==> src/rtl/wake_pkg.sv <==
// Constants, types and state layout for the wake input block
package wake_pkg;

  // Register bus shape
  localparam int ADDR_W = 3;
  localparam int DATA_W = 8;
  typedef logic [ADDR_W-1:0] addr_t;
  typedef logic [DATA_W-1:0] data_t;

  typedef struct packed {
    logic  wr;
    logic  rd;
    addr_t addr;
    data_t wdata;
  } bus_req_t;

  // Register offsets
  localparam addr_t ADDR_WAKE_CTRL = 3'h0;
  localparam addr_t ADDR_HW_CTRL   = 3'h1;
  localparam addr_t ADDR_BIAS_CTRL = 3'h2;
  localparam addr_t ADDR_STAT_A    = 3'h3;
  localparam addr_t ADDR_STAT_B    = 3'h4;
  localparam addr_t ADDR_TIMEOUT   = 3'h5;
  localparam addr_t ADDR_LEVEL     = 3'h6;

  // Field positions
  localparam int CTRL_PIN_EN_BIT  = 0;
  localparam int CTRL_VBAT_EN_BIT = 1;
  localparam int CTRL_TO_EN_BIT   = 2;
  localparam int HW_CONV_SEL_BIT  = 0;
  localparam int BIAS_LSB         = 0;
  localparam int STAT_PIN_BIT     = 0;
  localparam int STAT_VBAT_BIT    = 1;
  localparam int STAT_PFM_BIT     = 2;
  localparam int TO_FLAG_BIT      = 0;
  localparam int LEVEL_BIT        = 0;

  // Chip operating modes, supplied by the mode controller
  typedef enum logic [1:0] {
    MODE_NORMAL   = 2'b00,
    MODE_STOP     = 2'b01,
    MODE_SLEEP    = 2'b10,
    MODE_FAILSAFE = 2'b11
  } chip_mode_t;

  // Pin current source selection
  typedef enum logic [1:0] {
    BIAS_NONE = 2'b00,
    BIAS_DOWN = 2'b01,
    BIAS_UP   = 2'b10,
    BIAS_AUTO = 2'b11
  } bias_t;

  // Interrupt pulse sequencer
  typedef enum logic [1:0] {
    INT_IDLE  = 2'b00,
    INT_PULSE = 2'b01,
    INT_GAP   = 2'b10
  } int_state_t;

  // Timing
  localparam int CLK_PERIOD_NS  = 10;
  localparam int FILTER_TIME_NS = 16000;
  localparam int PULSE_TIME_NS  = 100000;
  localparam int GAP_TIME_NS    = 100000;
  localparam int FILTER_CYC     = FILTER_TIME_NS / CLK_PERIOD_NS;
  localparam int PULSE_CYC_DEF  = PULSE_TIME_NS / CLK_PERIOD_NS;
  localparam int GAP_CYC_DEF    = GAP_TIME_NS / CLK_PERIOD_NS;
  localparam int CNT_W          = 16;

  // Entire state of the block
  typedef struct packed {
    int_state_t       ist;
    logic [CNT_W-1:0] icnt;
    logic             pend;
    logic             int_n;
    logic             pin_en;
    logic             vbat_en;
    logic             to_en;
    logic             conv_sel;
    bias_t            bias;
    data_t            stat_a;
    data_t            stat_b;
    logic             to_flag;
    data_t            snap_a;
    data_t            snap_b;
    logic             snap_to;
    logic             primed;
    logic             filt_lvl;
    logic [CNT_W-1:0] fcnt;
    logic             wake_req;
    logic             restart_req;
    logic             pull_up;
    logic             pull_down;
    logic             conv_by_pin;
    logic             conv_pwm;
    data_t            rdata;
  } core_state_t;

  localparam core_state_t STATE_RST = '{
    ist: INT_IDLE, int_n: 1'b1, bias: BIAS_NONE, default: '0};

endpackage

==> src/rtl/wake_input_interrupt_logic.sv <==
// Wake input filtering, wake status flags and interrupt pulse output
//
// Operation
// - Both pin edges count as wake events
// - Normal/Stop: pin event raises interrupt
// - Sleep/Fail-Safe: pin event wakes device
// - Enable bit gates wake from Sleep
// - Interrupt only after wake filter time
// - Fail-Safe: any edge requests Restart always
// - Pin wake recorded in pin wake flag
// - Live pin level readable in status
// - Option bit: pin level picks PFM/PWM
// - Converter selection uses unfiltered level
// - Converter option still allows Sleep wake
// - Two-bit bias field selects current source
// - Auto bias follows detected pin level
// - Interrupt low for pulse width, released
// - Output high at least gap time
// - Interrupt never changes operating mode
// - Timeout status flag and timeout interrupt gated by its enable
// - Battery crossing, PFM-to-PWM raise interrupt
// - Pin, battery and timeout need enables; PFM, external, Stop entry do not; level never
// - Stop entry with flags set interrupts
// - Readable status refreshed at pulse start
// - Flags held until software clears them
//
// Decided for this implementation: the register offsets and the strobed register port.
module wake_input_interrupt_logic #(
  parameter int unsigned PULSE_CYC = wake_pkg::PULSE_CYC_DEF,
  parameter int unsigned GAP_CYC   = wake_pkg::GAP_CYC_DEF
) (
  // Clock and reset
  input  wire logic                        i_clk,
  input  wire logic                        i_reset,
  // Register port
  input  wire wake_pkg::bus_req_t          i_bus,
  output logic [wake_pkg::DATA_W-1:0]      o_rdata,
  // Pin and chip context
  input  wire logic                        i_wake_sense_pin,
  input  wire wake_pkg::chip_mode_t        i_mode,
  input  wire logic                        i_stop_entry,
  // Other event sources
  input  wire logic                        i_vbat_cross,
  input  wire logic                        i_pfm_to_pwm,
  input  wire logic                        i_bus_timeout,
  input  wire logic [wake_pkg::DATA_W-1:0] i_ext_wake,
  // Results
  output logic                             o_interrupt_out_n,
  output logic                             o_wake_req,
  output logic                             o_restart_req,
  output logic                             o_pull_up_en,
  output logic                             o_pull_down_en,
  output logic                             o_conv_by_pin,
  output logic                             o_conv_pwm
);
  import wake_pkg::*;

  core_state_t s_q;
  core_state_t s_d;

  // Clears only flags the host has already seen in its snapshot
  function automatic data_t ack(input data_t flags,
                                input data_t seen,
                                input data_t mask);
    ack = flags & ~(seen & mask);
  endfunction

  logic  wr_hit;
  logic  pin_ev;
  logic  int_mode;
  data_t new_a;
  data_t clr_a;
  data_t clr_b;
  data_t clr_to;
  logic  to_ev;
  logic  notify;

  // Modes in which events are reported by pulse
  assign int_mode = (i_mode == MODE_NORMAL) ||
                    (i_mode == MODE_STOP);

  // Next state of the whole block, one copy of the state struct
  always_comb begin
    s_d         = s_q;
    s_d.wake_req    = 1'b0;
    s_d.restart_req = 1'b0;
    pin_ev      = 1'b0;
    new_a       = '0;
    clr_a       = '0;
    clr_b       = '0;
    clr_to      = '0;
    to_ev       = 1'b0;
    notify      = 1'b0;
    wr_hit      = i_bus.wr;

    // Edge filter: new level must hold for the filter time
    if (!s_q.primed) begin
      // Adopt the pin level after reset without an event
      s_d.primed   = 1'b1;
      s_d.filt_lvl = i_wake_sense_pin;
      s_d.fcnt     = '0;
    end else if (i_wake_sense_pin == s_q.filt_lvl) begin
      s_d.fcnt = '0;
    end else if (s_q.fcnt == CNT_W'(FILTER_CYC - 1)) begin
      s_d.filt_lvl = i_wake_sense_pin;
      s_d.fcnt     = '0;
      pin_ev       = 1'b1;
    end else begin
      s_d.fcnt = s_q.fcnt + CNT_W'(1);
    end

    // Register writes
    if (wr_hit) begin
      unique case (i_bus.addr)
        ADDR_WAKE_CTRL: begin
          s_d.pin_en  = i_bus.wdata[CTRL_PIN_EN_BIT];
          s_d.vbat_en = i_bus.wdata[CTRL_VBAT_EN_BIT];
          s_d.to_en   = i_bus.wdata[CTRL_TO_EN_BIT];
        end
        ADDR_HW_CTRL: begin
          s_d.conv_sel = i_bus.wdata[HW_CONV_SEL_BIT];
        end
        ADDR_BIAS_CTRL: begin
          s_d.bias = bias_t'(i_bus.wdata[BIAS_LSB +: 2]);
        end
        ADDR_STAT_A: clr_a = i_bus.wdata;
        ADDR_STAT_B: clr_b = i_bus.wdata;
        ADDR_TIMEOUT: clr_to = i_bus.wdata;
        default: ;
      endcase
    end

    // Pin event handling by mode
    if (pin_ev) begin
      unique case (i_mode)
        MODE_NORMAL, MODE_STOP: begin
          if (s_q.pin_en) begin
            new_a[STAT_PIN_BIT] = 1'b1;
          end
        end
        MODE_SLEEP: begin
          // Converter option does not block this path
          if (s_q.pin_en) begin
            new_a[STAT_PIN_BIT] = 1'b1;
            s_d.wake_req = 1'b1;
          end
        end
        MODE_FAILSAFE: begin
          // Enable bit is ignored here on purpose
          new_a[STAT_PIN_BIT] = 1'b1;
          s_d.restart_req = 1'b1;
        end
      endcase
    end

    // Other sources: battery and timeout gated by their enables, PFM-to-PWM by Stop mode
    if (i_vbat_cross && s_q.vbat_en) begin
      new_a[STAT_VBAT_BIT] = 1'b1;
    end
    if (i_pfm_to_pwm && (i_mode == MODE_STOP)) begin
      new_a[STAT_PFM_BIT] = 1'b1;
    end
    to_ev = i_bus_timeout && s_q.to_en;

    // Sticky flags: a new event beats a same-cycle clear
    s_d.stat_a  = ack(s_q.stat_a, s_q.snap_a, clr_a)
                  | new_a;
    s_d.stat_b  = ack(s_q.stat_b, s_q.snap_b, clr_b)
                  | i_ext_wake;
    s_d.to_flag = (s_q.to_flag & ~(s_q.snap_to & clr_to[TO_FLAG_BIT]))
                  | to_ev;
    s_d.snap_a  = s_q.snap_a & ~clr_a;
    s_d.snap_b  = s_q.snap_b & ~clr_b;
    s_d.snap_to = s_q.snap_to & ~clr_to[TO_FLAG_BIT];

    // Anything new in a reporting mode asks for a pulse
    notify = int_mode &&
             ((|new_a) || (|i_ext_wake) || to_ev);
    if (i_stop_entry &&
        ((|s_d.stat_a) || (|s_d.stat_b))) begin
      notify = 1'b1;
    end
    // Held until a pulse may start, never dropped
    s_d.pend = s_q.pend | notify;

    // Pulse sequencer; it has no mode output at all
    unique case (s_q.ist)
      INT_IDLE: begin
        if (s_q.pend && int_mode) begin
          s_d.ist   = INT_PULSE;
          s_d.int_n = 1'b0;
          s_d.icnt  = CNT_W'(PULSE_CYC - 1);
          s_d.pend  = 1'b0;
          // Falling edge: host view takes the latest flags
          s_d.snap_a  = s_d.stat_a;
          s_d.snap_b  = s_d.stat_b;
          s_d.snap_to = s_d.to_flag;
        end
      end
      INT_PULSE: begin
        if (s_q.icnt == '0) begin
          s_d.ist   = INT_GAP;
          s_d.int_n = 1'b1;
          s_d.icnt  = CNT_W'(GAP_CYC - 1);
        end else begin
          s_d.icnt = s_q.icnt - CNT_W'(1);
        end
      end
      INT_GAP: begin
        // High time is guaranteed before the next pulse
        if (s_q.icnt == '0) begin
          s_d.ist = INT_IDLE;
        end else begin
          s_d.icnt = s_q.icnt - CNT_W'(1);
        end
      end
      default: begin
        s_d.ist   = INT_IDLE;
        s_d.int_n = 1'b1;
      end
    endcase

    // Bias outputs; auto follows the detected level
    unique case (s_q.bias)
      BIAS_NONE: begin
        s_d.pull_up   = 1'b0;
        s_d.pull_down = 1'b0;
      end
      BIAS_DOWN: begin
        s_d.pull_up   = 1'b0;
        s_d.pull_down = 1'b1;
      end
      BIAS_UP: begin
        s_d.pull_up   = 1'b1;
        s_d.pull_down = 1'b0;
      end
      BIAS_AUTO: begin
        s_d.pull_up   = i_wake_sense_pin;
        s_d.pull_down = ~i_wake_sense_pin;
      end
    endcase

    // Converter select: raw level, filter bypassed
    s_d.conv_by_pin = s_q.conv_sel &&
                      (i_mode == MODE_STOP);
    s_d.conv_pwm    = s_d.conv_by_pin &&
                      i_wake_sense_pin;

    // Read data, valid only the cycle after the strobe
    s_d.rdata = '0;
    if (i_bus.rd) begin
      unique case (i_bus.addr)
        ADDR_WAKE_CTRL: begin
          s_d.rdata[CTRL_PIN_EN_BIT]  = s_q.pin_en;
          s_d.rdata[CTRL_VBAT_EN_BIT] = s_q.vbat_en;
          s_d.rdata[CTRL_TO_EN_BIT]   = s_q.to_en;
        end
        ADDR_HW_CTRL: begin
          s_d.rdata[HW_CONV_SEL_BIT] = s_q.conv_sel;
        end
        ADDR_BIAS_CTRL: s_d.rdata[BIAS_LSB +: 2] = s_q.bias;
        ADDR_STAT_A: s_d.rdata = s_q.snap_a;
        ADDR_STAT_B: s_d.rdata = s_q.snap_b;
        ADDR_TIMEOUT: s_d.rdata[TO_FLAG_BIT] = s_q.snap_to;
        ADDR_LEVEL: begin
          // Live level, never a source of interrupts
          s_d.rdata[LEVEL_BIT] = i_wake_sense_pin;
        end
        default: s_d.rdata = '0;
      endcase
    end
  end

  // State register
  always_ff @(posedge i_clk) begin
    if (i_reset) begin
      s_q <= STATE_RST;
    end else begin
      s_q <= s_d;
    end
  end

  // Outputs straight from flip-flops
  assign o_rdata           = s_q.rdata;
  assign o_interrupt_out_n = s_q.int_n;
  assign o_wake_req        = s_q.wake_req;
  assign o_restart_req     = s_q.restart_req;
  assign o_pull_up_en      = s_q.pull_up;
  assign o_pull_down_en    = s_q.pull_down;
  assign o_conv_by_pin     = s_q.conv_by_pin;
  assign o_conv_pwm        = s_q.conv_pwm;

endmodule

==> config.mk <==
export PLATFORM = sky130hd
export DESIGN_NAME = wake_input_interrupt_logic
export DESIGN_NICKNAME = d
export VERILOG_FILES = /design/src/rtl/wake_pkg.sv /design/src/rtl/wake_input_interrupt_logic.sv
export SDC_FILE = /design/constraint.sdc
export NUM_CORES = 1
export LEC_CHECK = 0
export BUFFER_PORTS_ARGS = -buffer_cell sky130_fd_sc_hd__buf_4
export CAP_MARGIN = 20
export CORE_MARGIN = 10
export CORE_UTILIZATION = 43
export DETAILED_ROUTE_END_ITERATION = 6
export GPL_TIMING_DRIVEN = 0
export PLACE_DENSITY = 0.62
export SKIP_CTS_REPAIR_TIMING = 1
export SLEW_MARGIN = 20
export SYNTH_ARGS = -nofsm -noshare
export SYNTH_HDL_FRONTEND = slang
export SYNTH_SLANG_ARGS = --single-unit
==> constraint.sdc <==
create_clock -name i_clk -period 1.9 [get_ports i_clk]
set_input_delay 0.095 -clock i_clk [delete_from_list [all_inputs] [get_ports i_clk]]
set_output_delay 0.095 -clock i_clk [all_outputs]
set_load 0.02 [all_outputs]
==> results.json, run 1 <==
{
  "status": "finished with violations",
  "violations": "setup timing",
  "track_usage": 0.156,
  "worst_setup_path_end_kind": "register",
  "htreeDepth": 3,
  "synth_enable_flop_cells": 0,
  "synth_area_leaders": "dfxtp_1 43%, nor2_1 7.5%, a21oi_1 4.9%, nand2_1 4.3%, o21ai_0 3.5%",
  "synth_area_leader_cell": "dfxtp_1",
  "cp-startpoint": "s_q[86]$_SDFFE_PP0P_",
  "synth_ff_type": "dfxtp_1",
  "start_util": 0.439,
  "cp.required_ps": 2150,
  "min_from": "i_ext_wake[7]",
  "die_area_um2": 14300,
  "r2r_start": "s_q[86]$_SDFFE_PP0P_",
  "syn_nets": 554,
  "setup.worst_path.start_class": "register",
  "max_freq_ghz": 0.516,
  "drtPass1Iterations": 5,
  "ys_ff_latch": 92,
  "ir_drop_uv": 508,
  "holdWs_ps": 7.97,
  "wl_per_cell_um": 15.7,
  "cp_data_arrival_time_ps": 2190,
  "routed-via-count": 3985,
  "drtIter0Drc": 306,
  "gp_congestion": 0.876,
  "grt_overflow": 0,
  "drcViolationCount": 0,
  "synth_commonest_cells": "92 x dfxtp_1, 85 x nor2_1, 49 x nand2_1",
  "switching_share": 0.286,
  "worst-r2r-cell-count": 7,
  "root_buffer": "clkbuf_8",
  "n_antenna_cell": 0,
  "setup_violations": 5,
  "synth_cells": 518,
  "fin_ws_ps": -37.3,
  "seqCellArea_um2": 1860,
  "fin_setup_tns_ps": -80.0,
  "power.total_w": 0.00467,
  "die_w_um": 120,
  "yosysSeqAreaShare": 0.431,
  "ys_types": 59,
  "antenna_found_initial": 0,
  "nets": 629,
  "drive_gt1_frac": 0.209,
  "seqPwrFrac": 0.451,
  "clk_path_buf_depth": 2,
  "cts_inserted_buffers": 9,
  "multi_input_area_um2": 2340,
  "ant_nets": 0,
  "grt_pass1_wl_mm": 18.5,
  "hp-class": "primary input to register",
  "via_per_inst": 5.45,
  "cap_violations": 0,
  "nFillCells": 933,
  "insertion_delay_ps": 360,
  "hold_viol_final": 0,
  "ios": 45,
  "die_y_um": 120,
  "tightest_slew_ps": 732,
  "max_slew_margin": 0.508,
  "skew_ps": 8.25,
  "yosysMostFrequentCell": "dfxtp_1",
  "min_path_cells": 3,
  "rows": 36,
  "slew_viol_final": 0,
  "finalCriticalPeriod_ps": 1940,
  "syn_avg_cell_area_um2": 8.24,
  "cts_num_sinks": 92,
  "pwr-share-comb": 0.228,
  "synth_top_area_share": 0.431,
  "hold-path-endpoint": "s_q[57]$_SDFF_PP0_",
  "drt-total-wl_mm": 11.4,
  "place.port_buffers": 44,
  "path_class": "register to register",
  "coreArea_um2": 9730,
  "worstReg2RegEnd": "o_interrupt_out_n$_SDFFE_PP1P_",
  "pre_cts_ws_ps": -374,
  "grt_max_degree": 15,
  "rsz0062_at_grt": "true",
  "p_switching_w": 0.00134,
  "clk_pin_slew_worst_paths_ps": 80,
  "regToRegSetupSlack_ps": -40,
  "yosys_warnings": 0,
  "synthArstFlopShare": 0,
  "grt_pass1_vias": 3728,
  "tritoncts": "done",
  "power.density_nw_per_um2": 874,
  "leakage_nw": 2.00,
  "syn2layout_area_growth_pct": 25.0,
  "dpl.hpwl_mm": 8.09,
  "finalCritPeriodShare": 1.02,
  "critPathMaxFanout": 4,
  "synthesis.area_um2": 4270,
  "internal-power_w": 0.00333,
  "clkPwrFrac": 0.321
}
power by group through the flow:
stage / Sequential, W / Clock [W] / Combinational, W
after floorplan: 0.00213 / 0 / 0.000584
after global placement: 0.00214 / 0 / 0.000786
after detailed placement: 0.00214 / 0 / 0.000802
after CTS: 0.00209 / 0.00153 / 0.000807
after global routing: 0.00212 / 0.00162 / 0.00116
final: 0.00210 / 0.00150 / 0.00106
metal layers:
metal / wire length, um / GRT usage / up-vias / share of wire
li1: - / - / 1960 / -
met1: 5510 / 0.208 / 1904 / 0.48
met2: 5070 / 0.240 / 102 / 0.44
met3: 666 / 0.0408 / 19 / 0.058
met4: 192 / 0.0498 / 0 / 0.017
met5: 0 / 0 / - / 0
sequential cells by signal, indices dropped and copies added, names as in the netlist:
signal             cells
o_wake_req             1
s_q                   77
o_pull_up_en           1
o_conv_by_pin          1
o_rdata                8
o_conv_pwm             1
o_interrupt_out_n      1
o_pull_down_en         1
o_restart_req          1
worst max-delay path, stage by stage (launching register included):
cell and delay (ps):
dfxtp_2 330, or3_4 410, nor4_4 290, buf_6 160, nand2_4 60, a21oi_4 190
o21ai_1 100, a221o_1 290
area by class of cell:
| type | instances | share of cell area |
|---|---|---|
| buffer | 28 | 0.0302 |
| clock buffer | 13 | 0.0298 |
| clock inverter | 3 | 0.0129 |
| inverter | 18 | 0.0127 |
| multi-input combinational | 380 | 0.439 |
| sequential | 92 | 0.348 |
| tap | 133 | 0.0312 |
| timing repair buffer | 64 | 0.0970 |
through the flow:
stage	instances	cell area (um2)	utilization
final	731	5340	0.549
after global routing	731	5340	0.549
after CTS	711	4990	0.513
after detailed placement	695	4770	0.490
after global placement	695	4770	0.490
after floorplan	518	4270	-
how the worst max path moves through the flow:
stage                                           endpoint  cells past startpoint
final                     o_interrupt_out_n$_SDFFE_PP1P_                      7
after global routing      o_interrupt_out_n$_SDFFE_PP1P_                      7
after CTS                             s_q[73]$_SDFF_PP0_                      7
after detailed placement              s_q[73]$_SDFF_PP0_                      7
after global placement                s_q[73]$_SDFF_PP0_                      7
after floorplan           o_interrupt_out_n$_SDFFE_PP1P_                      6
cells by family after synthesis:
family                     count (synthesis)  synth area share
xor gates and xnor gates                  23            0.0472
and+or+nand+nor                          228             0.263
DFF                                       92             0.431
buffers and inverters                     46            0.0495
adders and majority gates                  6            0.0176
muxes                                     10            0.0264
AOI/OAI and AO/OA                        113             0.165
layout by cell type (no fill, tap or decap), types with 3 or more instances in the layout:
cell type and instances:
inv_1 17, o21ai_1 7, nand2b_1 5, nor4b_1 3, xnor2_1 6, nand2_1 48
buf_6 6, o21ai_0 24, clkbuf_2 4, nand4_1 11, a22oi_1 5, dfxtp_2 5
nor2_1 80, dlygate4sd3_1 9, nand4b_1 3, o22ai_1 4, nor3b_1 4, nand3_1 24
nor3_1 10, clkbuf_8 11, nor2_2 4, a21oi_1 39, ha_1 4, mux2i_1 9
and3_1 7, a211oi_1 7, clkbuf_1 13, and2_1 3, a21oi_2 3, nor4_1 3
a31oi_1 4, xor2_1 17, dfxtp_1 85, buf_4 59
Power figures use the tool's default switching activity.
==> inputs of run 2 (changes only) <==
--- a/config.mk
+++ b/config.mk
@@ -10,10 +10,10 @@
 export CORE_MARGIN = 10
 export CORE_UTILIZATION = 43
 export DETAILED_ROUTE_END_ITERATION = 6
+export GPL_ROUTABILITY_DRIVEN = 0
 export GPL_TIMING_DRIVEN = 0
-export PLACE_DENSITY = 0.62
+export PLACE_DENSITY_LB_ADDON = 0.25
 export SKIP_CTS_REPAIR_TIMING = 1
-export SLEW_MARGIN = 20
 export SYNTH_ARGS = -nofsm -noshare
 export SYNTH_HDL_FRONTEND = slang
 export SYNTH_SLANG_ARGS = --single-unit
==> results.json, run 2 (same netlist as run 1, synthesis figures left out) <==
{
  "grt_overflow": 0,
  "grt_max_degree": 15,
  "place.port_buffers": 44,
  "finalInstanceArea_um2": 5280,
  "internal-power_w": 0.00323,
  "drcViolationCount": 0,
  "clk_pin_slew_worst_paths_ps": 90,
  "hp-class": "primary input to register",
  "drtPass1Iterations": 5,
  "grt_pass1_vias": 3767,
  "insertion_delay_ps": 360,
  "cap_violations": 0,
  "setup.worst_path.start_class": "register",
  "dp_cells": 695,
  "holdWs_ps": -10.2,
  "max_slew_margin": 0.577,
  "cp.required_ps": 2200,
  "switching_share": 0.289,
  "fin_cells": 726,
  "finalCriticalPeriod_ps": 1910,
  "cts_inserted_buffers": 9,
  "antenna_found_initial": 0,
  "tightest_slew_ps": 635,
  "power.density_nw_per_um2": 861,
  "wl_per_cell_um": 15.5,
  "pwr-share-comb": 0.217,
  "dpl.hpwl_mm": 8.07,
  "slew_viol_final": 0,
  "fin_ws_ps": -7.48,
  "final_common_cell": "dfxtp_1",
  "cts_num_sinks": 92,
  "nets": 625,
  "tritoncts": "done",
  "worst_setup_path_end_kind": "register",
  "routed-via-count": 3964,
  "coreArea_um2": 9730,
  "setup_violations": 2,
  "finalCritPeriodShare": 1.00,
  "hold_viol_final": 2,
  "path_class": "register to register",
  "die_area_um2": 14300,
  "die_y_um": 120,
  "violations": "hold timing, setup timing",
  "ios": 45,
  "ant_nets": 0,
  "layout_common_cells": "86 x dfxtp_1, 81 x nor2_1, 59 x buf_4",
  "ir_drop_uv": 453,
  "track_usage": 0.151,
  "n_antenna_cell": 0,
  "via_per_inst": 5.46,
  "largest_reg_flops": 77,
  "seqPwrFrac": 0.463,
  "p_switching_w": 0.00131,
  "top_register": "s_q",
  "status": "finished with violations",
  "die_w_um": 120,
  "clkPwrFrac": 0.319,
  "syn2layout_area_growth_pct": 23.6,
  "clk_path_buf_depth": 2,
  "grt_pass1_wl_mm": 18.1,
  "rows": 36,
  "htreeDepth": 3,
  "drtIter0Drc": 289,
  "drive_gt1_frac": 0.204,
  "critPathMaxFanout": 7,
  "rsz0062_at_grt": "true",
  "drt-total-wl_mm": 11.2,
  "cp_data_arrival_time_ps": 2210,
  "max_freq_ghz": 0.524,
  "skew_ps": 10.1,
  "leakage_nw": 1.99,
  "pre_cts_ws_ps": -357,
  "dpl-instance-area_um2": 4770,
  "start_util": 0.439,
  "root_buffer": "clkbuf_8"
}
[run 2: changes by cell type in the layout (fill, tap and decap cells not counted), sizes merged]
cell / delta
clkbuf: -2
buf: +1
dlygate4sd3: -5
clkinv: +1
[run 2: power by group through the flow]
stage | clock [W] | sequential (W) | combinational [W]
after floorplan | 0 | 0.00213 | 0.000584
after global placement | 0 | 0.00214 | 0.000784
after detailed placement | 0 | 0.00214 | 0.000805
after CTS | 0.00148 | 0.00210 | 0.000809
after global routing | 0.00155 | 0.00212 | 0.00108
final | 0.00145 | 0.00211 | 0.000989
[run 2: metal layers]
| layer | global-route usage | vias up | routed length (um) |
|---|---|---|---|
| met4 | 0.0392 | 0 | 148 |
| met3 | 0.0389 | 16 | 672 |
| met1 | 0.199 | 1886 | 5230 |
| li1 | - | 1946 | - |
| met2 | 0.241 | 116 | 5200 |
| met5 | 0 | - | 0 |
[run 2: per-stage QoR]
step	util	TNS [ps]	total power (W)
2_1_floorplan	-	0	0.00271
3_3_place_gp	0.490	-5840	0.00292
3_5_place_dp	0.490	-7660	0.00295
4_1_cts	0.512	-9090	0.00439
5_1_grt	0.543	-452	0.00475
6_report	0.543	-13.9	0.00455
[run 2: final timing paths]
check	depth (start not counted)	slack, ps	start	to
setup / recovery	8	-7	s_q[14]$_SDFF_PP0_	s_q[73]$_SDFF_PP0_
hold / removal	3	-10	i_ext_wake[0]	s_q[50]$_SDFF_PP0_
setup reg to reg	8	-7	s_q[14]$_SDFF_PP0_	s_q[73]$_SDFF_PP0_
hold reg to reg	2	460	s_q[61]$_SDFF_PP0_	s_q[44]$_SDFF_PP0_
[run 2: area by class of cell]
cell class / count / area [um2]
fillers: 912 / 4450
clock inverters: 4 / 73.8
clock buffers: 11 / 141
inverters: 18 / 67.6
flip-flops and latches: 92 / 1850
multi-input cells: 380 / 2340
well taps: 133 / 166
repair buffers: 60 / 479
plain buffers: 28 / 161
[run 2: critical path: stages, from the launching register on]
cell and delay, ps:
dfxtp_4 390, ha_4 160, nor4bb_4 260, nand4_1 130
buf_6 170, o31ai_4 280, a211oi_1 80, a41oi_1 240
o21a_1 150
